[config.mk]
export PLATFORM = sky130hd
export DESIGN_NAME = icap_channel
export DESIGN_NICKNAME = d
export VERILOG_FILES = /design/src/logic/icap_pkg.sv /design/src/logic/icap_fifo.sv /design/src/logic/icap_channel.sv
export VERILOG_INCLUDE_DIRS = /design/src /design/src/logic
export SDC_FILE = /design/constraint.sdc
export NUM_CORES = 1
export LEC_CHECK = 0
export ABC_AREA = 0
export ABC_CLOCK_PERIOD_IN_PS = 4100
export BUFFER_PORTS_ARGS = -buffer_cell sky130_fd_sc_hd__buf_2
export CAP_MARGIN = 25
export CORE_ASPECT_RATIO = 0.7
export CORE_MARGIN = 1.5
export CORE_UTILIZATION = 35
export DETAILED_ROUTE_END_ITERATION = 12
export PLACE_DENSITY = 0.55
export SETUP_SLACK_MARGIN = 0.4
export SLEW_MARGIN = 20
export SYNTH_ARGS = -nofsm -noshare
export SYNTH_HDL_FRONTEND = slang
export SYNTH_HIERARCHICAL = 1
export SYNTH_SLANG_ARGS = --single-unit
[constraint.sdc]
create_clock -name clock -period 4.1 [get_ports clock]
set_input_delay 1.23 -clock clock [delete_from_list [all_inputs] [get_ports clock]]
set_output_delay 1.23 -clock clock [all_outputs]
set_load 0.005 [all_outputs]
[src/logic/icap_map.svh]
// Register offsets, field positions, reset values and timing counts for the capture channel
`ifndef ICAP_MAP_SVH
`define ICAP_MAP_SVH
`define ICAP_OFF_BUF 12'h000
`define ICAP_OFF_CON1 12'h004
`define ICAP_OFF_CON2 12'h008
`define ICAP_OFF_TMR 12'h00c
`define ICAP_OFF_PIN 12'h010
`define ICAP_CON1_RST 16'h0000
`define ICAP_CON2_RST 16'h000d
`define ICAP_TMR_RST 16'h0000
`define ICAP_CON1_WMASK 16'h3c67
`define ICAP_CON2_WMASK 16'h01df
`define ICAP_BIT_SIDL 13
`define ICAP_BIT_TSEL_HI 12
`define ICAP_BIT_TSEL_LO 10
`define ICAP_BIT_CPI_HI 6
`define ICAP_BIT_CPI_LO 5
`define ICAP_BIT_OV 4
`define ICAP_BIT_BNE 3
`define ICAP_BIT_MODE_HI 2
`define ICAP_BIT_MODE_LO 0
`define ICAP_BIT_CASC 8
`define ICAP_BIT_TRIGEN 7
`define ICAP_BIT_TSTAT 6
`define ICAP_BIT_SSEL_HI 4
`define ICAP_BIT_SSEL_LO 0
`define ICAP_MODE_OFF 3'h0
`define ICAP_MODE_BOTH 3'h1
`define ICAP_MODE_FALL 3'h2
`define ICAP_MODE_RISE 3'h3
`define ICAP_MODE_RISE4 3'h4
`define ICAP_MODE_RISE16 3'h5
`define ICAP_MODE_WAKE 3'h7
`define ICAP_PRESC_MAX4 4'h3
`define ICAP_PRESC_MAX16 4'hf
`define ICAP_FIFO_DEPTH 8
`define ICAP_DATA_W 16
`endif

[src/logic/icap_pkg.sv]
// Types shared by the capture channel files
package icap_pkg;
  typedef struct packed {
    logic [11:0] paddr;
    logic pwrite;
    logic [31:0] pwdata;
  } icap_req_type;
  typedef enum logic [1:0] {ICAP_IDLE = 2'h0, ICAP_SETUP = 2'h1, ICAP_ACCESS = 2'h3} icap_apb_type;
endpackage : icap_pkg

[src/logic/icap_fifo.sv]
// Parameterised flip-flop FIFO with valid and ready on both sides
`timescale 1ns/100ps
module icap_fifo #(
  parameter int WIDTH = 16,
  parameter int DEPTH = 8
) (
  input wire logic clock,
  input wire logic srst,
  input wire logic ce,
  input wire logic inValid,
  output logic inReady,
  input wire logic [WIDTH-1:0] inData,
  output logic outValid,
  input wire logic outReady,
  output logic [WIDTH-1:0] outData,
  output logic overflow
);
  localparam int AW = $clog2(DEPTH);
  logic [WIDTH-1:0] mem_r [DEPTH];
  logic [AW-1:0] wrPtr_r, wrPtr_nxt, rdPtr_r, rdPtr_nxt;
  logic [AW:0] count_r, count_nxt;
  logic push, pop;

  // Pointer and count arithmetic; a push into a full FIFO flags overflow and is dropped
  always_comb
  begin
    pop = outValid && outReady;
    push = inValid && inReady;
    wrPtr_nxt = push ? AW'(wrPtr_r + 1'b1) : wrPtr_r;
    rdPtr_nxt = pop ? AW'(rdPtr_r + 1'b1) : rdPtr_r;
    count_nxt = count_r;
    if (push && !pop)
    begin
      count_nxt = (AW+1)'(count_r + 1'b1);
    end
    else if (pop && !push)
    begin
      count_nxt = (AW+1)'(count_r - 1'b1);
    end
  end

  always_ff @(posedge clock)
  begin
    if (srst)
    begin
      wrPtr_r <= '0;
      rdPtr_r <= '0;
      count_r <= '0;
    end
    else if (ce)
    begin
      wrPtr_r <= wrPtr_nxt;
      rdPtr_r <= rdPtr_nxt;
      count_r <= count_nxt;
      if (push)
      begin
        mem_r[wrPtr_r] <= inData;
      end
    end
  end

  assign inReady = (count_r != (AW+1)'(DEPTH));
  assign outValid = (count_r != '0);
  assign outData = mem_r[rdPtr_r];
  assign overflow = inValid && !inReady;
endmodule : icap_fifo

[src/logic/icap_channel.sv]
// Input capture channel: APB registers, timer, edge capture, FIFO and DMA request
//
// Design decisions made here: the register addresses and the APB register port.
`timescale 1ns/100ps
`include "icap_map.svh"

// Functional notes
// - Enabling capture never alters pin direction
// - One DMA request per recorded capture while captures-per-interrupt is zero
// - Mode 111 plus irq enable wakes
// - Primary control layout, reset 0000
// - Secondary control layout, reset 000D
// - Timer resets zero, buffer undefined
// - Unimplemented control bits read zero
// - Trigger clear holds timer, captures zero
module icap_channel
  import icap_pkg::*;
(
  input wire logic clock,
  input wire logic srst,
  input wire logic ce,
  input wire logic psel,
  input wire logic penable,
  input wire logic pwrite,
  input wire logic [11:0] paddr,
  input wire logic [31:0] pwdata,
  output logic [31:0] prdata,
  output logic pready,
  output logic pslverr,
  input wire logic capturePin,
  input wire logic captureIrqEnable,
  input wire logic sleepActive,
  input wire logic syncTrigIn,
  input wire logic timebaseTick,
  output logic pinDirection,
  output logic dmaRequest,
  output logic wakeRequest
);
  logic [15:0] con1_r, con1_nxt, con2_r, con2_nxt, tmr_r, tmr_nxt;
  logic pinDir_r, pinDir_nxt;
  logic [31:0] prdata_r, prdata_nxt;
  logic pready_r, pready_nxt, pslverr_r, pslverr_nxt;
  logic dmaReq_r, dmaReq_nxt, wake_r, wake_nxt, ov_r, ov_nxt;
  logic [2:0] pinSync_r, trigSync_r;
  logic pinPrev_r, pinPrev_nxt, trigPrev_r, trigPrev_nxt;
  logic [3:0] presc_r, presc_nxt;
  logic rise, fall, capEvent, trigRise, bufPop, fifoValid, fifoReady, fifoOv;
  logic [15:0] fifoData;
  logic apbWr, apbRd;
  logic [2:0] mode;
  icap_req_type req;

  assign req = '{paddr: paddr, pwrite: pwrite, pwdata: pwdata};
  assign mode = con1_r[`ICAP_BIT_MODE_HI:`ICAP_BIT_MODE_LO];
  assign apbWr = psel && penable && !pready_r && req.pwrite;
  assign apbRd = psel && penable && !pready_r && !req.pwrite;
  assign bufPop = apbRd && (req.paddr == `ICAP_OFF_BUF) && fifoValid;

  // Pin and trigger inputs pass three flops; a change counts once stages two and three agree
  always_ff @(posedge clock)
  begin
    if (srst)
    begin
      pinSync_r <= 3'h0;
      trigSync_r <= 3'h0;
    end
    else if (ce)
    begin
      pinSync_r <= {pinSync_r[1:0], capturePin};
      trigSync_r <= {trigSync_r[1:0], syncTrigIn};
    end
  end

  // Edge detection and capture prescaler
  always_comb
  begin
    pinPrev_nxt = pinPrev_r;
    trigPrev_nxt = trigPrev_r;
    if (pinSync_r[1] == pinSync_r[2])
    begin
      pinPrev_nxt = pinSync_r[2];
    end
    if (trigSync_r[1] == trigSync_r[2])
    begin
      trigPrev_nxt = trigSync_r[2];
    end
    rise = pinPrev_nxt && !pinPrev_r;
    fall = !pinPrev_nxt && pinPrev_r;
    trigRise = trigPrev_nxt && !trigPrev_r;
    presc_nxt = presc_r;
    capEvent = 1'b0;
    case (mode)
      `ICAP_MODE_BOTH: capEvent = rise || fall;
      `ICAP_MODE_FALL: capEvent = fall;
      `ICAP_MODE_RISE, `ICAP_MODE_WAKE: capEvent = rise;
      `ICAP_MODE_RISE4, `ICAP_MODE_RISE16:
      begin
        if (rise)
        begin
          if (presc_r == ((mode == `ICAP_MODE_RISE4) ? `ICAP_PRESC_MAX4 : `ICAP_PRESC_MAX16))
          begin
            capEvent = 1'b1;
            presc_nxt = 4'h0;
          end
          else
          begin
            presc_nxt = 4'(presc_r + 1'b1);
          end
        end
      end
      default: presc_nxt = 4'h0;
    endcase
  end

  // Captured timer values queue here; the DMA or software drains them
  icap_fifo #(.WIDTH(`ICAP_DATA_W), .DEPTH(`ICAP_FIFO_DEPTH)) u_icap_fifo (
    .clock(clock),
    .srst(srst),
    .ce(ce),
    .inValid(capEvent),
    .inReady(fifoReady),
    .inData(tmr_r),
    .outValid(fifoValid),
    .outReady(bufPop),
    .outData(fifoData),
    .overflow(fifoOv)
  );

  // Register writes, timer, trigger status, overflow and APB answer
  always_comb
  begin
    con1_nxt = con1_r;
    con2_nxt = con2_r;
    tmr_nxt = tmr_r;
    pinDir_nxt = pinDir_r;
    ov_nxt = ov_r || fifoOv;
    prdata_nxt = prdata_r;
    pslverr_nxt = 1'b0;
    pready_nxt = 1'b0;
    if (apbWr)
    begin
      pready_nxt = 1'b1;
      if (req.paddr == `ICAP_OFF_CON1)
      begin
        con1_nxt = req.pwdata[15:0] & `ICAP_CON1_WMASK;
      end
      else if (req.paddr == `ICAP_OFF_CON2)
      begin
        con2_nxt = req.pwdata[15:0] & `ICAP_CON2_WMASK;
      end
      else if (req.paddr == `ICAP_OFF_TMR)
      begin
        tmr_nxt = req.pwdata[15:0];
      end
      else if (req.paddr == `ICAP_OFF_PIN)
      begin
        pinDir_nxt = req.pwdata[0];
      end
      else if (req.paddr != `ICAP_OFF_BUF)
      begin
        pslverr_nxt = 1'b1;
      end
    end
    else if (apbRd)
    begin
      pready_nxt = 1'b1;
      prdata_nxt = 32'h0000_0000;
      if (req.paddr == `ICAP_OFF_BUF)
      begin
        prdata_nxt = {16'h0000, fifoData};
      end
      else if (req.paddr == `ICAP_OFF_CON1)
      begin
        prdata_nxt = {16'h0000, con1_r | (16'(ov_r) << `ICAP_BIT_OV)
                     | (16'(fifoValid) << `ICAP_BIT_BNE)};
      end
      else if (req.paddr == `ICAP_OFF_CON2)
      begin
        prdata_nxt = {16'h0000, con2_r};
      end
      else if (req.paddr == `ICAP_OFF_TMR)
      begin
        prdata_nxt = {16'h0000, tmr_r};
      end
      else if (req.paddr == `ICAP_OFF_PIN)
      begin
        prdata_nxt = {31'h0, pinDir_r};
      end
      else
      begin
        pslverr_nxt = 1'b1;
      end
    end
    // Writing the overflow bit clear clears it unless a new overflow lands now
    if (apbWr && req.paddr == `ICAP_OFF_CON1 && !req.pwdata[`ICAP_BIT_OV] && !fifoOv)
    begin
      ov_nxt = 1'b0;
    end
    // Trigger status set by a sync rise; a software clear loses to a same-cycle rise
    if (con2_r[`ICAP_BIT_TRIGEN] && trigRise
        && con2_r[`ICAP_BIT_SSEL_HI:`ICAP_BIT_SSEL_LO] != 5'h00)
    begin
      con2_nxt[`ICAP_BIT_TSTAT] = 1'b1;
    end
    // Timer advances on the timebase tick while the capture mode is not off, unless held by trigger mode
    if (con2_r[`ICAP_BIT_TRIGEN] && !con2_r[`ICAP_BIT_TSTAT])
    begin
      tmr_nxt = `ICAP_TMR_RST;
    end
    else if (!(apbWr && req.paddr == `ICAP_OFF_TMR) && timebaseTick && mode != `ICAP_MODE_OFF)
    begin
      tmr_nxt = 16'(tmr_r + 1'b1);
    end
  end

  // DMA request pulses once per stored capture while the captures-per-interrupt field is zero; wake from sleep on a mode-7 rise
  always_comb
  begin
    dmaReq_nxt = capEvent && fifoReady && (con1_r[`ICAP_BIT_CPI_HI:`ICAP_BIT_CPI_LO] == 2'h0);
    wake_nxt = sleepActive && captureIrqEnable && (mode == `ICAP_MODE_WAKE) && rise;
  end

  always_ff @(posedge clock)
  begin
    if (srst)
    begin
      con1_r <= `ICAP_CON1_RST;
      con2_r <= `ICAP_CON2_RST;
      tmr_r <= `ICAP_TMR_RST;
      pinDir_r <= 1'b1;
      ov_r <= 1'b0;
      prdata_r <= 32'h0000_0000;
      pready_r <= 1'b0;
      pslverr_r <= 1'b0;
      dmaReq_r <= 1'b0;
      wake_r <= 1'b0;
      pinPrev_r <= 1'b0;
      trigPrev_r <= 1'b0;
      presc_r <= 4'h0;
    end
    else if (ce)
    begin
      con1_r <= con1_nxt;
      con2_r <= con2_nxt;
      tmr_r <= tmr_nxt;
      pinDir_r <= pinDir_nxt;
      ov_r <= ov_nxt;
      prdata_r <= prdata_nxt;
      pready_r <= pready_nxt;
      pslverr_r <= pslverr_nxt;
      dmaReq_r <= dmaReq_nxt;
      wake_r <= wake_nxt;
      pinPrev_r <= pinPrev_nxt;
      trigPrev_r <= trigPrev_nxt;
      presc_r <= presc_nxt;
    end
  end

  assign prdata = prdata_r;
  assign pready = pready_r;
  assign pslverr = pslverr_r;
  assign pinDirection = pinDir_r;
  assign dmaRequest = dmaReq_r;
  assign wakeRequest = wake_r;
endmodule : icap_channel

# Word level (Yosys, flattened, before mapping)
# Memories as Yosys holds them, arrays and structs flattened. A register that Yosys moved wholly into a read port is not among the register bits.
# Index checks and enable logic that the tools add are counted.
[word_totals]
inputBits = 55
output_inout_bits = 37
elab_cells = 163
mem_count = 1
ff_bits = 93
ram_bits = 128
[classes]
bitwise_logic = 7
addsub = 6
muxes = 47
reduce_logical = 65
n_eq_ne = 18
[mem_list]
columns = ["memory", "depth", "width", "rd", "rd_clocked_by_memory_dff", "wr", "line", "text"]
rows = [
  ["u_icap_fifo.mem_r", 8, 16, 1, 1, 1, "icap_fifo.sv:19", "logic [WIDTH-1:0] mem_r [DEPTH];"],
]
[op_table]
columns = ["op", "count"]
rows = [
  ["2-to-1 mux 16 bit", 10],
  ["logical AND 1 bit", 27],
  ["2-to-1 mux 1 bit", 25],
  ["equality test 12 x 4 -> 1 bit, second input constant", 2],
  ["2-to-1 mux 7 bit", 3],
  ["2-to-1 mux 4 bit", 5],
  ["adder 16 x 1 -> 16 bit, second input constant", 1],
  ["bitwise OR 14 x 4 -> 14 bit", 1],
  ["bitwise OR 14 x 5 -> 14 bit", 1],
  ["equality test 12 x 3 -> 1 bit, second input constant", 1],
  ["equality test 12 x 5 -> 1 bit, second input constant", 1],
  ["zero test 1 bit", 12],
  ["zero test 12 bit", 1],
  ["nonzero test 12 bit", 1],
  ["equality test 3 bit, second input constant", 3],
  ["AND reduction 3 bit", 3],
  ["nonzero test 3 bit", 3],
  ["adder 4 x 1 -> 4 bit, second input constant", 2],
  ["case mux 4 bit (2 select lines)", 1],
  ["AND reduction 4 bit", 2],
  ["adder 3 x 1 -> 3 bit, second input constant", 2],
  ["equality test 3 x 2 -> 1 bit, second input constant", 2],
  ["2-to-1 mux 3 bit", 2],
  ["inequality test 3 x 1 -> 1 bit, second input constant", 2],
  ["other kinds (19)", 30],
]

# Logic depth before layout (Yosys ltp)
[logic_depth]
word_depth = 11
ltp_mapped = 14
ltp_nobuf = 14

# Modules after synthesis
# Netlist, hierarchy kept.
[modules_own_cells]
columns = ["mod", "area_per_inst_um2", "n_inst", "seq_area_each_um2", "cells_each"]
rows = [
  ["icap_fifo", 5457.7, 1, 4103.9, 259],
  ["icap_channel", 3751.1, 1, 1341.3, 448],
]

# Least setup slack after synthesis
# Ideal clock, no wire load.
[synth_timing]
kind = "in2reg"
from = "in paddr[0]"
to = "reg u_icap_fifo.count_r[3]"
path_stages = 12
t_arrival_ns = 4.315
setup_time_ns = 0.071
path_buffers = 1
slack_ns = -0.285
required_time_ns = 4.029
path_cell_list = "or4_4 or4_4 buf_6 nor3_1 nand2_1 ha_1 inv_1 ha_1 and3_1 or4b_1 a21o_1 a21oi_1"
[synth_between]
elab_chain_len = 8
word_cells_on_any_way = 10
cone_classes = "1 x mux; 9 x reduce/logical"
[synth_rtl]
columns = ["item", "line", "text"]
rows = [
  ["start: declaration", "icap_channel.sv:25", "input wire logic [11:0] paddr,"],
  ["zero test 12 bit (no line) *", "n/a", ""],
  ["logical AND 1 bit * (2 in a row)", "icap_channel.sv:57", "assign bufPop = apbRd && (req.paddr == `ICAP_OFF_BUF) && fifoValid;"],
  ["net bufPop", "icap_channel.sv:47", "logic rise, fall, capEvent, trigRise, bufPop, fifoValid, fifoReady, fifoOv;"],
  ["logical AND 1 bit *", "icap_fifo.sv:27", "pop = outValid && outReady;"],
  ["zero test 1 bit", "icap_fifo.sv:32", "if (push && !pop)"],
  ["logical AND 1 bit", "icap_fifo.sv:32", ""],
  ["nonzero test 2 bit (no line)", "n/a", ""],
  ["AND reduction 2 bit (no line)", "n/a", ""],
  ["end signal: assignment", "icap_fifo.sv:54", "count_r <= count_nxt;"],
  ["end: declaration", "icap_fifo.sv:21", "logic [AW:0] count_r, count_nxt;"],
]
# Mark *: on every way through the listed nets, which the timed path passes. The rest lies on a longest branch.
# A chain may end at the register's enable or synchronous reset.

# Worst setup path in the final report
[layout_timing]
from = "in paddr[6]"
to = "reg u_icap_fifo.count_r[3]"
# The elaborated chain is that of the path after synthesis.

==> results.rst <==
.. list-table::
   :header-rows: 1

   * - Metric
     - Value
   * - Main synth FF type
     - sky130_fd_sc_hd__edfxtp_1
   * - Pre-CTS WS
     - -186 ps
   * - Number of hold-slack violations in the final timing report
     - 0
   * - Fillers
     - 2428
   * - Worst-case headroom to the max-slew limit
     - 0.341
   * - Setup repair after global routing missed its margin
     - yes
   * - Worst Clk Skew
     - 16.2 ps
   * - Total net switching power
     - 864 uW
   * - Crit-path max FO
     - 3
   * - Routed wire length per instance
     - 20.6 um
   * - Leading cell types in the layout, fill and taps excluded
     - 128 x sky130_fd_sc_hd__edfxtp_1, 79 x sky130_fd_sc_hd__dfxtp_1, 59 x sky130_fd_sc_hd__buf_2, 52 x sky130_fd_sc_hd__nor2_1, 41 x sky130_fd_sc_hd__mux2i_1
   * - Full die area
     - 0.0273 mm2
   * - Core Box Area
     - 0.0257 mm2
   * - Starting density of the core
     - 0.358
   * - Number of enable-type register cells in the synthesized netlist
     - 128
   * - Number of CTS-inserted buffers
     - 21
   * - Yosys top cell area share
     - 0.417
   * - Nature of the critical path endpoint
     - register
   * - Global-route wire length before repair
     - 35800 um
   * - Antenna violations before repair
     - 0
   * - Yosys Warn Count
     - 6
   * - Clock Sinks
     - 208
   * - First-pass DRT Iterations
     - 5
   * - Number of different library cells in the post-synthesis netlist
     - 62
   * - Clock tree from TritonCTS
     - built
   * - Crit share post-route
     - 0.924
   * - Leak Pwr
     - 3.82 nW
   * - Clk buf depth
     - 3
   * - Worst setup path class
     - in2reg
   * - Number of vias per cell after detailed routing
     - 5.37
   * - Startpoint of the most critical register-to-register path
     - pinPrev_r
   * - Power density normalized to cell area
     - 386 mW/mm2
   * - MaxCap Viol Count
     - 0
   * - Required @ worst endpoint
     - 4520 ps
   * - Aggregate global-route resource usage
     - 0.172
   * - Avg Cell Area, Syn
     - 13.0 um2
   * - Number of max-slew violations in the final report
     - 0
   * - Placed wire-length estimate
     - 15600 um
   * - Pin count of the biggest net entering global routing
     - 30
   * - Routability-driven placement congestion ratio
     - 0.831
   * - Top post-synthesis cells by area
     - sky130_fd_sc_hd__edfxtp_1 42%, sky130_fd_sc_hd__dfxtp_1 17%, sky130_fd_sc_hd__mux4_2 7.8%, sky130_fd_sc_hd__mux2i_1 4.5%, sky130_fd_sc_hd__mux2_2 3.3%
   * - Total via count after detailed routing
     - 6068
   * - Count of H-tree levels built during CTS
     - 1
   * - Proportion of layout cells with a drive suffix above 1
     - 0.252
   * - Sum of overflow across all layers after global routing
     - 0
   * - Die Y
     - 139 um
   * - Start point of the worst hold path
     - prdata[13]
   * - Clock input transition at the sequential cells of the worst setup and hold paths
     - 60 ps
   * - Clk Tree Root Cell
     - sky130_fd_sc_hd__clkbuf_16
   * - Switching share of power
     - 0.209
   * - Peak supply drop
     - 0.244 mV
   * - FFs w/ async S/R, synth
     - 0
   * - Leading cell type in the layout, fill and taps excluded
     - sky130_fd_sc_hd__edfxtp_1
   * - Arrival @ worst endpoint
     - 4210 ps
   * - I/O pin count
     - 92
   * - Internal power
     - 3.26 mW
   * - Count of port buffers added during placement
     - 59
   * - Wirelength, routed
     - 23300 um
   * - Setup Total Neg Slack
     - 0 ps
   * - Setup slack of the critical path after layout
     - 311 ps
   * - Critical Path Start
     - paddr[6]
   * - Fraction of power consumed by the clock network
     - 0.436
   * - Transition time at the pin with the least slew margin
     - 984 ps
   * - Worst min-delay path class
     - reg2reg
   * - Total number of nets in the final design
     - 849
   * - ANT nets after route
     - 0
   * - Via count of the first global-routing pass
     - 5920
   * - Mapped Area
     - 0.00921 mm2
   * - First-iteration detailed-routing DRC count
     - 480
   * - Area Overhead vs Synth
     - 15.9%
   * - Post-cts resize count
     - 0
   * - Number of instances in the synthesized netlist
     - 707
   * - Result of the run
     - complete, no violations
   * - Total area of sequential cells
     - 0.00545 mm2
   * - Register bit total from synthesis
     - 208
   * - Final min period
     - 3790 ps
   * - Highest clock rate
     - 264 MHz
   * - Count of inserted antenna diode cells
     - 0
   * - Num rows
     - 49
   * - Clk_lat worst skew
     - 500 ps
   * - Sequential cell area fraction in the yosys report
     - 0.591
   * - Launching element type of the critical path
     - input port
   * - Multi-input gate area in the final layout
     - 0.00360 mm2
   * - Post-CTS Hold Buffers
     - 0
   * - Finish-stage setup viols
     - 0
   * - Number of DRC violations after detailed routing
     - 0
   * - Area leader, netlist
     - sky130_fd_sc_hd__edfxtp_1
   * - Combinational cell fraction of total power
     - 0.029
   * - Post-Route Utilization
     - 0.414
   * - DIE WIDTH
     - 197 um
   * - Sequential fraction of design power
     - 0.535
==> worst paths after layout <==
| path | to | slack [ps] | cells past startpoint |
|---|---|---|---|
| max | u_icap_fifo/count_r[3] | 310 | 12 |
| min | prdata[13] | 450 | 2 |
| max reg2reg | u_icap_fifo/count_r[3] | 850 | 14 |
| min reg2reg | prdata[13] | 450 | 2 |
==> flip-flops by register name, indices dropped and copies added, names as in the netlist, 3 cells and up, named ones only <==
register / count
u_icap_fifo/mem_r: 128
prdata: 16
tmr_r: 16
con1_r: 9
con2_r: 8
presc_r: 4
u_icap_fifo/count_r: 4
pinSync_r: 3
trigSync_r: 3
u_icap_fifo/rdPtr_r: 3
u_icap_fifo/wrPtr_r: 3
==> layer usage <==
layer	part of all wire	GRT usage	routed length [um]	vias to the layer above
met5	0	0	0	-
met3	0.064	0.0399	1490	29
met1	0.51	0.271	11800	3053
li1	-	-	-	2830
met4	0.015	0.0321	355	0
met2	0.41	0.241	9660	156
==> stage by stage <==
stage / instance area, um2 / hold WS (ps) / power [mW] / cells
after floorplan: 9300 / 444 / 2.32 / 722
after global placement: 10000 / 438 / 2.37 / 1092
after detailed placement: 10000 / 442 / 2.37 / 1092
after CTS: 10700 / 451 / 4.17 / 1129
after global routing: 10700 / 469 / 4.27 / 1129
final: 10700 / 447 / 4.12 / 1129
==> critical path, stage by stage <==
cell	delay [ps]
sky130_fd_sc_hd__buf_2	90
sky130_fd_sc_hd__or4_4	530
sky130_fd_sc_hd__or4_4	550
sky130_fd_sc_hd__nor3_4	230
sky130_fd_sc_hd__nand2_1	100
sky130_fd_sc_hd__ha_2	200
sky130_fd_sc_hd__inv_2	90
sky130_fd_sc_hd__ha_4	200
sky130_fd_sc_hd__a21o_1	160
sky130_fd_sc_hd__or4b_1	530
sky130_fd_sc_hd__a21o_1	180
sky130_fd_sc_hd__a21oi_1	120
==> kinds of logic (layout without fill, tap and decap cells) <==
group,count (synthesis),in the layout,share of synthesized area
adders and majority gates,11,11,0.0155
muxes,100,100,0.156
other,1,16,0.000407
and+or+nand+nor,202,202,0.115
buffers and inverters,63,139,0.0337
DFF,208,208,0.591
xor gates and xnor gates,14,14,0.0133
AOI/OAI and AO/OA,108,108,0.0754
==> cells in the mapped netlist (all sizes together), types with 5 or more instances <==
library cell  instances
inv                  10
o2bb2ai               7
a22o                  8
and3                  7
o21ai                26
buf                  26
nand3                24
mux2                 27
nor4                 12
nand4                10
a21oi                28
mux4                 32
xor2                 10
edfxtp              128
nand2                39
clkbuf               27
a31oi                 9
nor2b                 6
nor3                 18
nand3b                5
mux2i                41
ha                    9
dfxtp                80
or4                   6
nor2                 53
==> repair_timing <==
item,4_1_cts,5_1_grt
setup endpoints to repair,1,1
endpoints found under the hold margin,0,0
buffers inserted,0,0
==> power groups by stage <==
stage	registers [mW]	clock network, mW	logic, mW
after floorplan	2.25	0	0.0715
after global placement	2.25	0	0.121
after detailed placement	2.25	0	0.121
after CTS	2.20	1.84	0.121
after global routing	2.20	1.94	0.132
final	2.21	1.80	0.121
==> area by class of cell <==
cell class | count | area share
clock buffers | 33 | 0.0570
clock inverters | 4 | 0.00211
inverters | 10 | 0.00352
multi-input cells | 451 | 0.337
flip-flops and latches | 208 | 0.510
well taps | 331 | 0.0388
repair buffers | 92 | 0.0509
Note: power is estimated with default switching activity, not from simulation.
